[src/logic/led_ind_pkg.sv]
// Purpose: shared constants and types for the latched indicator block
// Assumes: 125 MHz mclk, 32-bit Avalon-MM register port
// Notes: register field layouts and reset values live here; the status word is packed in the indicator
// Function
// - condition is OR of five invertible inputs
// - latch option holds indication once condition rises
// - acknowledge clears latch only when causes gone
// - acknowledge source ignored while latching disabled
// - true condition shows configured active appearance
// - false condition with no held latch shows configured inactive appearance
package led_ind_pkg;

	// signal and selector widths
	localparam int SIG_W = 32;
	localparam int SEL_W = 5;
	localparam int SLOTS = 5;
	localparam int ACK_W = 8;
	localparam int ACK_SEL_W = 3;
	localparam int FLASH_W = 27;
	localparam int ADDR_W = 4;

	// register byte addresses
	localparam logic [3:0] CFG_ADDR = 4'h0;
	localparam logic [3:0] ASSIGN_ADDR = 4'h4;
	localparam logic [3:0] FLASH_ADDR = 4'h8;
	localparam logic [3:0] STATUS_ADDR = 4'hC;

	// flash half period: time and derived cycle count
	localparam longint CLK_HZ = 125000000;
	localparam longint FLASH_HALF_MS = 500;
	localparam logic [26:0] FLASH_HALF_CYC =
		27'(CLK_HZ / 1000 * FLASH_HALF_MS);

	// appearance codes; unused codes show as off
	localparam logic [2:0] COL_OFF = 3'h0;
	localparam logic [2:0] COL_GREEN = 3'h1;
	localparam logic [2:0] COL_RED = 3'h2;
	localparam logic [2:0] COL_RED_FLASH = 3'h3;
	localparam logic [2:0] COL_GREEN_FLASH = 3'h4;

	// configuration word, bits [14:0] of the config register
	typedef struct packed {
		logic [2:0] ack_sel;
		logic [2:0] inactive;
		logic [2:0] active;
		logic latch_en;
		logic [4:0] invert;
	} cfg_s;

	// assignment word, bits [29:0] of the assignment register
	typedef struct packed {
		logic [4:0] en;
		logic [4:0][4:0] idx;
	} assign_s;

	// reset values: no inversion, no latch, red when true, off when false
	localparam cfg_s CFG_RESET = '{ack_sel: 3'h0, inactive: COL_OFF,
		active: COL_RED, latch_en: 1'b0, invert: 5'h00};
	localparam assign_s ASSIGN_RESET = '0;
	localparam logic [31:0] RDATA_RESET = 32'h0000_0000;

endpackage

[src/logic/flash_timer.sv]
// Purpose: free running flash phase generator
// Assumes: half_count is stable between changes, same clock as user
// Notes: a count of zero is treated as one
`timescale 1ns/10ps
module flash_timer (
	input wire logic mclk,
	input wire logic reset_n,
	input wire logic [26:0] half_count,
	output logic phase
);

	logic [26:0] count_reg; // cycles left in this half period
	logic [26:0] count_next;
	logic phase_reg; // current flash phase, 1 means lit
	logic phase_next;

	assign phase = phase_reg;

	// next count and phase
	always_comb begin
		count_next = count_reg - 27'h1;
		phase_next = phase_reg;
		if (count_reg <= 27'h1) begin
			count_next = half_count;
			phase_next = ~phase_reg;
		end
	end

	// registers only
	always_ff @(posedge mclk) begin
		if (!reset_n) begin
			count_reg <= 27'h1;
			phase_reg <= 1'b0;
		end else begin
			count_reg <= count_next;
			phase_reg <= phase_next;
		end
	end

endmodule

[src/logic/latched_led_indicator.sv]
// Purpose: one front panel indicator with OR, inversion, latch, colours
// Assumes: sig_in and ack_in come from logic on mclk, no sync needed
// Notes: registers reached over Avalon-MM; one wait state per access
`timescale 1ns/10ps
module latched_led_indicator #(
	parameter logic [26:0] FLASH_HALF_CYC = led_ind_pkg::FLASH_HALF_CYC
) (
	input wire logic mclk,
	input wire logic reset_n,
	input wire logic [31:0] sig_in,
	input wire logic [7:0] ack_in,
	input wire logic [3:0] address,
	input wire logic read,
	input wire logic write,
	input wire logic [31:0] writedata,
	input wire logic [3:0] byteenable,
	output logic [31:0] readdata,
	output logic waitrequest,
	output logic led_red,
	output logic led_green
);

	// merge write data into a register word under byte enables
	function automatic logic [31:0] merge_bytes(
		input logic [31:0] old_word,
		input logic [31:0] wdata,
		input logic [3:0] be
	);
		logic [31:0] res;
		res = old_word;
		for (int b = 0; b < 4; b++) begin
			if (be[b]) begin
				res[b*8 +: 8] = wdata[b*8 +: 8];
			end
		end
		return res;
	endfunction

	// configuration registers
	led_ind_pkg::cfg_s cfg_reg; // inversion, latch, colours, ack source
	led_ind_pkg::cfg_s cfg_next;
	led_ind_pkg::assign_s asg_reg; // five input selections
	led_ind_pkg::assign_s asg_next;
	logic [26:0] half_reg; // flash half period in cycles
	logic [26:0] half_next;

	// bus slave state
	logic wait_reg; // waitrequest, high unless answering
	logic wait_next;
	logic [31:0] rdata_reg; // read data held for the master
	logic [31:0] rdata_next;
	logic [31:0] wmerged; // write word after byte lanes, cut to field

	// indicator state
	logic latched_reg; // held indication
	logic latched_next;
	logic red_reg; // red lamp drive
	logic red_next;
	logic green_reg; // green lamp drive
	logic green_next;

	// combinational helpers
	logic [4:0] hits; // per slot contribution after inversion
	logic cond; // OR of the slots
	logic ack_now; // selected acknowledge level
	logic shown; // state shown on the lamp
	logic [2:0] colour; // appearance now in force
	logic flash_phase; // common flash phase

	assign readdata = rdata_reg;
	assign waitrequest = wait_reg;
	assign led_red = red_reg;
	assign led_green = green_reg;

	// flash divider, shared phase for both flashing appearances
	flash_timer u_flash (
		.mclk(mclk),
		.reset_n(reset_n),
		.half_count(half_reg),
		.phase(flash_phase)
	);

	// bus: one wait cycle, then answer for exactly one cycle
	always_comb begin
		wait_next = 1'b1;
		rdata_next = rdata_reg;
		cfg_next = cfg_reg;
		asg_next = asg_reg;
		half_next = half_reg;
		wmerged = 32'h0000_0000;
		// first cycle of a request: prepare the answer
		if ((read || write) && wait_reg) begin
			wait_next = 1'b0;
			if (read) begin
				unique case (address)
					led_ind_pkg::CFG_ADDR:
						rdata_next = {17'h00000, cfg_reg};
					led_ind_pkg::ASSIGN_ADDR:
						rdata_next = {2'h0, asg_reg};
					led_ind_pkg::FLASH_ADDR:
						rdata_next = {5'h00, half_reg};
					led_ind_pkg::STATUS_ADDR:
						rdata_next = {21'h000000, red_reg, green_reg,
							flash_phase, shown, latched_reg, hits, cond};
					default:
						rdata_next = led_ind_pkg::RDATA_RESET;
				endcase
			end
		end
		// write takes effect on the edge that sees waitrequest low
		if (write && !wait_reg) begin
			unique case (address)
				// bits above each field are dropped on purpose
				led_ind_pkg::CFG_ADDR: begin
					wmerged = merge_bytes({17'h00000, cfg_reg},
						writedata, byteenable);
					cfg_next = led_ind_pkg::cfg_s'(wmerged[14:0]);
				end
				led_ind_pkg::ASSIGN_ADDR: begin
					wmerged = merge_bytes({2'h0, asg_reg},
						writedata, byteenable);
					asg_next = led_ind_pkg::assign_s'(wmerged[29:0]);
				end
				led_ind_pkg::FLASH_ADDR: begin
					wmerged = merge_bytes({5'h00, half_reg},
						writedata, byteenable);
					half_next = wmerged[26:0];
				end
				// status and unmapped: writes ignored
				default: begin
					half_next = half_reg;
				end
			endcase
		end
	end

	// bus and configuration registers
	always_ff @(posedge mclk) begin
		if (!reset_n) begin
			wait_reg <= 1'b1;
			rdata_reg <= led_ind_pkg::RDATA_RESET;
			cfg_reg <= led_ind_pkg::CFG_RESET;
			asg_reg <= led_ind_pkg::ASSIGN_RESET;
			half_reg <= FLASH_HALF_CYC;
		end else begin
			wait_reg <= wait_next;
			rdata_reg <= rdata_next;
			cfg_reg <= cfg_next;
			asg_reg <= asg_next;
			half_reg <= half_next;
		end
	end

	// condition: a slot counts only when enabled
	always_comb begin
		hits = 5'h00;
		for (int i = 0; i < led_ind_pkg::SLOTS; i++) begin
			hits[i] = asg_reg.en[i] &
				(sig_in[asg_reg.idx[i]] ^ cfg_reg.invert[i]);
		end
		cond = |hits;
	end

	// latch and acknowledge; a live cause always beats the acknowledge
	always_comb begin
		ack_now = ack_in[cfg_reg.ack_sel];
		latched_next = latched_reg;
		if (!cfg_reg.latch_en) begin
			latched_next = 1'b0;
		end else if (cond) begin
			latched_next = 1'b1;
		end else if (ack_now) begin
			latched_next = 1'b0;
		end
		// shown immediately, latch only extends it
		shown = cond | (cfg_reg.latch_en & latched_reg);
	end

	// appearance decode; illegal codes fall back to off
	always_comb begin
		colour = cfg_reg.active;
		if (!shown) begin
			colour = cfg_reg.inactive;
		end
		red_next = 1'b0;
		green_next = 1'b0;
		unique case (colour)
			led_ind_pkg::COL_OFF: begin
				red_next = 1'b0;
			end
			led_ind_pkg::COL_GREEN: begin
				green_next = 1'b1;
			end
			led_ind_pkg::COL_RED: begin
				red_next = 1'b1;
			end
			led_ind_pkg::COL_RED_FLASH: begin
				red_next = flash_phase;
			end
			led_ind_pkg::COL_GREEN_FLASH: begin
				green_next = flash_phase;
			end
			default: begin
				red_next = 1'b0;
			end
		endcase
	end

	// indicator registers
	always_ff @(posedge mclk) begin
		if (!reset_n) begin
			latched_reg <= 1'b0;
			red_reg <= 1'b0;
			green_reg <= 1'b0;
		end else begin
			latched_reg <= latched_next;
			red_reg <= red_next;
			green_reg <= green_next;
		end
	end

endmodule

[config.mk]
export PLATFORM = sky130hd
export DESIGN_NAME = latched_led_indicator
export DESIGN_NICKNAME = d
export VERILOG_FILES = /design/src/logic/led_ind_pkg.sv /design/src/logic/flash_timer.sv /design/src/logic/latched_led_indicator.sv
export SDC_FILE = /design/constraint.sdc
export NUM_CORES = 1
export LEC_CHECK = 0
export ABC_AREA = 1
export CAP_MARGIN = 20
export CORE_MARGIN = 2
export CORE_UTILIZATION = 60
export DETAILED_ROUTE_END_ITERATION = 12
export DONT_BUFFER_PORTS = 1
export PLACE_DENSITY = 0.75
export SLEW_MARGIN = 20
export SYNTH_ARGS = -nofsm -noshare
export SYNTH_HDL_FRONTEND = slang
export SYNTH_SLANG_ARGS = --single-unit
[constraint.sdc]
create_clock -name mclk -period 2.45 [get_ports mclk]
set_input_delay 0.1225 -clock mclk [delete_from_list [all_inputs] [get_ports mclk]]
set_output_delay 0.1225 -clock mclk [all_outputs]
set_load 0.03 [all_outputs]
# After elaboration in Yosys (flattened, before gate mapping)
# Index checks and enable logic that the tools add are counted.
word_totals:
  ff_bits: 136
  inputBits: 84
  out_inout_bits: 35
  elab_cells: 93
op_classes:
  addsub: 1
  magnitude_cmp: 7
  n_eq_ne: 7
  n_mux: 20
  bitwise: 13
  reduce_logical: 19
op_table:
  columns: ["operator", "count"]
  rows:
  - ["one-hot mux 30 bit (4 select lines)", 1]
  - ["less-than comparator 5 x 6 -> 1 bit (second input constant)", 5]
  - ["AND reduction 3 bit", 10]
  - ["less-or-equal comparator 27 x 1 -> 1 bit (second input constant)", 1]
  - ["2-to-1 mux 27 bit", 1]
  - ["subtractor 27 x 1 -> 27 bit (second input constant)", 1]
  - ["binary-select mux 1 bit (select 5 bit)", 5]
  - ["2-to-1 mux 1 bit", 9]
  - ["equality test 4 bit (second input constant)", 2]
  - ["AND 1 bit", 6]
  - ["equality test 3 x 2 -> 1 bit (second input constant)", 2]
  - ["OR reduction 5 bit", 1]
  - ["bitwise XOR 1 bit", 5]
  - ["equality test 4 x 3 -> 1 bit (second input constant)", 1]
  - ["zero test 4 bit", 1]
  - ["less-than comparator 3 x 4 -> 1 bit (second input constant)", 1]
  - ["one-hot mux 1 bit (2 select lines)", 2]
  - ["AND reduction 2 bit", 2]
  - ["binary-select mux 1 bit (select 3 bit)", 1]
  - ["equality test 3 x 1 -> 1 bit (second input constant)", 1]
  - ["equality test 3 bit (second input constant)", 1]
  - ["2-to-1 mux 3 bit", 1]
  - ["logical AND 1 bit", 2]
  - ["nonzero test 2 bit", 1]
  - ["other kinds (4)", 4]

# Longest topological paths before layout
# Gate-level depths: netlist (run 1).
logic_depth:
  word_depth: 9
  ltp_mapped: 22
  mapped_depth_nobuf: 20

# Modules after synthesis
# From an unflattened synthesis (run 1), not the netlist that was laid out.
hier_totals:
  hier_cells: 1320
  hier_area_um2: 8156.6
by_module_without_submodules:
  columns: ["module", "n_inst", "cells_per_inst", "area_each_um2", "seq_area_each_um2"]
  rows:
  - ["latched_led_indicator", 1, 965, 6120.9, 2122.0]
  - ["flash_timer", 1, 355, 2035.7, 560.5]

# Least setup slack after synthesis (run 1)
# No wires, ideal clock.
synth_timing:
  path_kind: "register -> register"
  from: "register u_flash.count_reg[0]"
  to: "register u_flash.count_reg[22]"
  setup_time_ps: 128
  t_arrival_ps: 1740
  t_required_ps: 2322
  slack_ps: 581
  path_stages_with_launch: 15
  n_path_buf: 0
  synth_period_minus_slack_ps: 1869
  cell_sequence: "dfxtp_1 > inv_1 > ha_1 > inv_1 > nor2_2 > inv_1 > nor2_1 > inv_1 > nor2_1 > nand3_1 > nor2_1 > nand3_1 > nor2_1 > xnor2_1 > a21oi_1"
synth_between:
  elab_chain_cells: 2
  elab_cells_between_ends: 3
  cone_classes: "add/sub (1); order compare (1); mux (1)"
synth_rtl:
  columns: ["item", "line", "text"]
  rows:
  - ["start: declaration", "flash_timer.sv:12", "logic [26:0] count_reg;"]
  - ["start signal: assignment", "flash_timer.sv:35", "count_reg <= count_next;"]
  - ["subtractor 27 x 1 -> 27 bit / less-or-equal comparator 27 x 1 -> 1 bit (equally long branches)", "flash_timer.sv:21, flash_timer.sv:23", null]
  - ["2-to-1 mux 27 bit *", "flash_timer.sv:23", "if (count_reg <= 27'h1) begin"]
# Mark *: on every way between the ends. The rest lies on a longest branch, timed or not.
# A chain may end at the register's enable or synchronous reset.

# Final worst setup path (run 1)
layout_timing:
  from: "register wait_reg, in the netlist waitrequest"
  to: "register half_reg[7]"
layout_between:
  elab_chain_cells: 3
layout_rtl:
  columns: ["item", "line", "text"]
  rows:
  - ["start: declaration", "latched_led_indicator.sv:48", "logic wait_reg;"]
  - ["start signal: assignment", "latched_led_indicator.sv:146", "wait_reg <= wait_next;"]
  - ["zero test 1 bit", "latched_led_indicator.sv:111", "if (write && !wait_reg) begin"]
  - ["logical AND 1 bit", "latched_led_indicator.sv:111", null]
  - ["AND reduction 3 bit (no source line)", null, null]
  - ["end signal: assignment", "latched_led_indicator.sv:150", "half_reg <= half_next;"]
  - ["end: declaration", "latched_led_indicator.sv:44", "logic [26:0] half_reg;"]
# Every way passes these cells.

==> results.toml, run 1 <==
[status]
status = "completed"

[layout]
diodes = 0
final_cells = 1392
n_fill_cell = 1104
layout_common_cells = "363 x nand2_1, 156 x nand3_1, 131 x dfxtp_1"
final_util = 0.694
drive_gt1_frac = 0.0795
syn_to_final_growth_pct = 14.3
layout_commonest_cell = "nand2_1"
nets = 1294

[die]
die_w_um = 116
coreArea_sq_um = 12500
pin_count = 119
start_util = 0.607
rows = 41
die_h_um = 116
dieArea_sq_um = 13500

[placement]
dp_slack_ns = 0.198
portBuffers = 0
place_hpwl_um = 16600
dp_cells = 1327
place_congestion = 0.941

[pwr]
seq_power_share = 0.395
comb_power_share = 0.174
peakVddDrop_mv = 0.621
swShare = 0.285
switchingPower_mw = 1.75
p_int_mw = 4.39
leakage_nw = 3.57
finalPower_mw = 6.14
power_density_nw_per_um2 = 710
clkPwrFrac = 0.431

[route]
wire_per_inst_um = 16.9
drc = 0
antenna_left = 0
vias_per_cell = 5.88
drtPass1Iterations = 6
totalWireLength_um = 23500
first_iter_violations = 945
vias = 8179

[worst_setup_path]
worstSetupEndpoint = "half_reg[7]"
r2r_end = "half_reg[7]"
endpoint_kind = "flip-flop"
critical_path_arrival_ns = 2.64
r2r_slack_ns = 0.11
crit_start = "waitrequest"
reg2reg_depth = 7
reg2reg_from = "waitrequest"
cp_max_fo = 9
crit_type = "flip-flop to flip-flop"
cp.required_ns = 2.76
worstSetupStartpointType = "flip-flop"

[sta]
maxSlewHeadroom = 0.467
hold_ws_ns = 0.0561
worstMarginPinSlew_ns = 0.795
setup_viol = 0
period_minus_slack_ns = 2.34
max_freq_mhz = 428
rsz0062_at_grt = "true"
fin_ws_ns = 0.113
slew_viol_final = 0
hold_viol = 0
fin_crit_sh = 0.954
fin_skew_ns = 0.00787

[clocking]
cts_root_buf = "clkbuf_16"
worstSkewPairLatency_ns = 0.43
numCtsBuffers = 17
cts_tree = "done"
cts_buffer_depth = 2
clk_pin_slew_ns = 0.06
htreeDepth = 4
cts_num_sinks = 134

[synth]
yosys_warnings = 0
synth-edff-count = 0
synth_top_area_frac = 0.355
syn_inst = 1184
synth_seq_cells = 134
synthArstFlopShare = 0
synth.distinct_cells = 46
mappedNetlistArea_sq_um = 7570
postSynthAreaPerCell_sq_um = 6.39
ys_seq_area_frac = 0.355
synth_ff_type = "dfxtp_1"
yosysTopAreaCell = "dfxtp_1"
synth_area_leaders = "dfxtp_1 35%, nand2_1 18%, nand3_1 10%"

[global_route]
grt_max_degree = 99
overflow = 0
track_usage = 0.355
grt_pass1_wl_um = 37000
antenna_found_initial = 0
grt_pass1_vias = 7176

[hold_path]
hp-class = "input pin to flip-flop"

[flow_run]
maxCapViolations = 0
-- synth_stat cells, types with 2 or more instances --
master	count
nand3_2	4
nand2_1	363
nor4_1	3
o221ai_1	4
clkbuf_1	29
nor3_1	3
inv_2	5
nand3_1	156
nor3_2	2
o22ai_1	8
buf_1	3
xor2_1	4
a211oi_1	4
inv_4	3
buf_2	7
nor2_1	98
clkinv_1	5
nand2_2	10
buf_4	9
inv_1	73
nor2_2	6
a311oi_1	2
buf_6	7
dfxtp_1	134
a22o_1	3
xnor2_1	11
nand4_1	8
a221oi_1	5
a31oi_1	6
o21ai_0	102
ha_1	2
a21oi_1	91
-- logic make-up (layout without fill, tap and decap cells) --
family,count (synthesis),in the layout,synth area share
AO/OA/AOI/OAI,229,229,0.164
XOR/XNOR,15,15,0.0174
adder cells (fa/ha/maj),2,2,0.00331
buffers and inverters,144,179,0.0888
flip-flops,134,134,0.355
other,1,2,0.000496
AND/OR/NAND/NOR,659,659,0.372
-- worst min-delay path by stage --
stage	from	slack, ns	depth (start not counted)	endpoint
floorplan	writedata[16]	0.24	2	half_reg[16]
global placement	reset_n	0.22	1	half_reg[7]
detailed placement	reset_n	0.22	1	half_reg[7]
CTS	address[3]	0.04	4	readdata[29]
global route	address[3]	0.06	4	readdata[29]
finish	byteenable[3]	0.06	5	half_reg[25]
-- per-layer routing --
layer	track usage	wire, um	share of wire	vias up
met5	0	0	0	-
met4	0.142	809	0.034	0
met3	0.0830	2160	0.092	61
met2	0.539	10300	0.44	429
met1	0.489	10200	0.43	3711
li1	-	-	-	3978
-- layout make-up --
cell class	count	area [sq um]	area share
Multi-Input combinational cell	907	4220	0.489
Sequential cell	134	2690	0.311
Timing Repair Buffer	60	553	0.0640
Clock buffer	20	467	0.0540
Inverter	88	350	0.0405
Tap cell	172	215	0.0249
Clock inverter	11	150	0.0174
-- power by group through the flow --
stage          Clock (mW)  Sequential (mW)  Combinational (mW)
2_1_floorplan           0             2.44               0.796
3_3_place_gp            0             2.47               0.951
3_5_place_dp            0             2.47               0.968
4_1_cts              2.66             2.42                1.05
5_1_grt              2.75             2.44                1.23
6_report             2.64             2.42                1.07
-- critical path, stage by stage, from the launching register on --
cell	delay (ns)
dfxtp_1	0.43
nor2_1	0.39
nand2_1	0.17
nor2_2	0.16
clkinv_1	0.26
nand2_1	0.13
nand3_1	0.08
dlygate4sd3_1	0.59
-- timing repair --
action                     4_1_cts  5_1_grt
setup endpoints to repair        0        4
buffers inserted                 0        0
hold buffers                    34        0
resized for setup                0        4
hold endpoints to repair        98        0
-- stage by stage --
step            TNS, ns  instance area [sq um]
2_1_floorplan         0                   7570
3_3_place_gp          0                   7660
3_5_place_dp          0                   7660
4_1_cts               0                   8640
5_1_grt        -0.00507                   8650
6_report              0                   8650
No activity file was read; power rests on OpenSTA's default activity.
==> inputs of run 2 (changes only) <==
--- a/config.mk
+++ b/config.mk
@@ -8,7 +8,7 @@
 export ABC_AREA = 1
 export CAP_MARGIN = 20
 export CORE_MARGIN = 2
-export CORE_UTILIZATION = 60
+export CORE_UTILIZATION = 58
 export DETAILED_ROUTE_END_ITERATION = 12
 export DONT_BUFFER_PORTS = 1
 export PLACE_DENSITY = 0.75
==> constraint.sdc (replaced) <==
create_clock -name mclk -period 2 [get_ports mclk]
set_input_delay 0.1 -clock mclk [delete_from_list [all_inputs] [get_ports mclk]]
set_output_delay 0.1 -clock mclk [all_outputs]
set_load 0.03 [all_outputs]
==> results.toml, run 2 (synthesis results as in run 1) <==
[global_route]
overflow = 0
grt_pass1_vias = 7761
track_usage = 0.359
grt_max_degree = 99
grt_pass1_wl_um = 40000
antenna_found_initial = 1

[pwr]
p_int_mw = 5.30
switchingPower_mw = 2.25
leakage_nw = 3.73
swShare = 0.298
finalPower_mw = 7.55
comb_power_share = 0.208
clkPwrFrac = 0.398
seq_power_share = 0.393
power_density_nw_per_um2 = 842
peakVddDrop_mv = 0.693

[placement]
place_congestion = 0.960
dpl_cell_area_sq_um = 7910
place_hpwl_um = 17000
dp_cells = 1353
dp_slack_ns = -0.0900
portBuffers = 0

[sta]
fin_skew_ns = 0.00549
hold_viol = 0
worstMarginPinSlew_ns = 0.666
hold_ws_ns = 0.0274
max_freq_mhz = 480
rsz0062_at_grt = "true"
setup_tns_ns = -0.282
maxSlewHeadroom = 0.553
fin_crit_sh = 1.04
slew_viol_final = 0
period_minus_slack_ns = 2.08
fin_ws_ns = -0.0827
setup_viol = 5

[flow_run]
maxCapViolations = 0

[layout]
multi_input_comb_area_sq_um = 4300
drive_gt1_frac = 0.118
regArea_sq_um = 2690
layout_common_cells = "360 x nand2_1, 153 x nand3_1, 129 x dfxtp_1"
final_area_sq_um = 8970
syn_to_final_growth_pct = 18.5
n_fill_cell = 1120
final_cells = 1423
nets = 1324
final_util = 0.708
layout_commonest_cell = "nand2_1"

[worst_setup_path]
crit_chain = "buf_12 -> inv_8 -> nand2_1 -> nand3_1 -> nand3_1 -> nand2_1 -> nand2_1 -> nand2_1 -> nand2_1 -> nand2_2 -> nand2_1 -> nand2_1 -> nor2_2 -> nor2_4 -> nand3_4 -> nand2_1 -> nand2_1 -> nand2_1 -> nand2_1 -> nor2_1"
r2r_end = "led_green"
critical_path_arrival_ns = 2.45
critical_path.slowest_cell = "dfxtp_2"
cp_slowest_stage_delay_ns = 0.32
crit_type = "flip-flop to flip-flop"
reg2reg_depth = 20
crit_start = "asg_reg[10]"
worstSetupStartpointType = "flip-flop"
endpoint_kind = "flip-flop"
cp.required_ns = 2.37
cp_max_fo = 18
reg2reg_from = "asg_reg[10]"
r2r_slack_ns = -0.08
path_common_cell = "nand2_1"

[route]
vias = 8361
drc = 0
drtPass1Iterations = 6
totalWireLength_um = 24800
vias_per_cell = 5.88
first_iter_violations = 1174
antenna_left = 0
wire_per_inst_um = 17.5

[die]
rows = 41
start_util = 0.597
die_w_um = 118
coreArea_sq_um = 12700
dieArea_sq_um = 14000
die_h_um = 118
pin_count = 119

[hold_path]
hp-start = "byteenable[3]"
holdPathStages = 5
hp-class = "input pin to flip-flop"
hold_end = "half_reg[25]"

[clocking]
cts_tree = "done"
cts_root_buf = "clkbuf_16"
cts_buffer_depth = 2
htreeDepth = 4
worstSkewPairLatency_ns = 0.43
clk_pin_slew_ns = 0.06
cts_num_sinks = 134
numCtsBuffers = 17

[status]
status = "finished, violations left"
violations = "negative setup slack"
==> run 2: per-layer routing <==
metal  wire, um  share of wire  up-vias  global-route usage
met4        909          0.037        0               0.169
li1           -              -     4031                   -
met3       2590           0.10       81              0.0956
met1      10500           0.42     3778               0.483
met2      10900           0.44      471               0.535
met5          0              0        -                   0
==> run 2: power groups by stage <==
stage,Clock [mW],Sequential (mW),Combinational [mW]
floorplan,0,2.99,0.976
global placement,0,3.01,1.31
detailed placement,0,3.01,1.33
CTS,3.00,2.96,1.44
global route,3.13,2.99,1.76
finish,3.01,2.97,1.57
==> run 2: worst max path at each step <==
stage,end,slack [ns]
after global routing,led_green,-0.24
after detailed placement,led_green,-0.09
final,led_green,-0.08
after floorplan,u_flash.count_reg[22],0.13
after global placement,led_green,-0.05
after CTS,led_green,-0.03
==> run 2: cell type report <==
type                    instances  area share
multi-input cells             907       0.480
flip-flops and latches        134       0.300
repair buffers                 89      0.0915
clock buffers                  23      0.0544
inverters                      88      0.0405
well taps                     172      0.0240
clock inverters                 8     0.00823
repair inverters                1     0.00126
diodes                          1    0.000279
==> run 2: critical path, delay by kind of cell, from the launching register on <==
family | cells | cell delay, ns
and+or+nand+nor | 18 | 1.46
DFF | 1 | 0.32
buffers and inverters | 2 | 0.23
==> run 2: repair_timing <==
action,4_1_cts,5_1_grt
gates resized for setup,7,34
pin swaps,3,7
endpoints found under the setup margin,4,23
buffers inserted,0,3
cloned,1,0
hold buffers,34,0
endpoints found under the hold margin,98,0
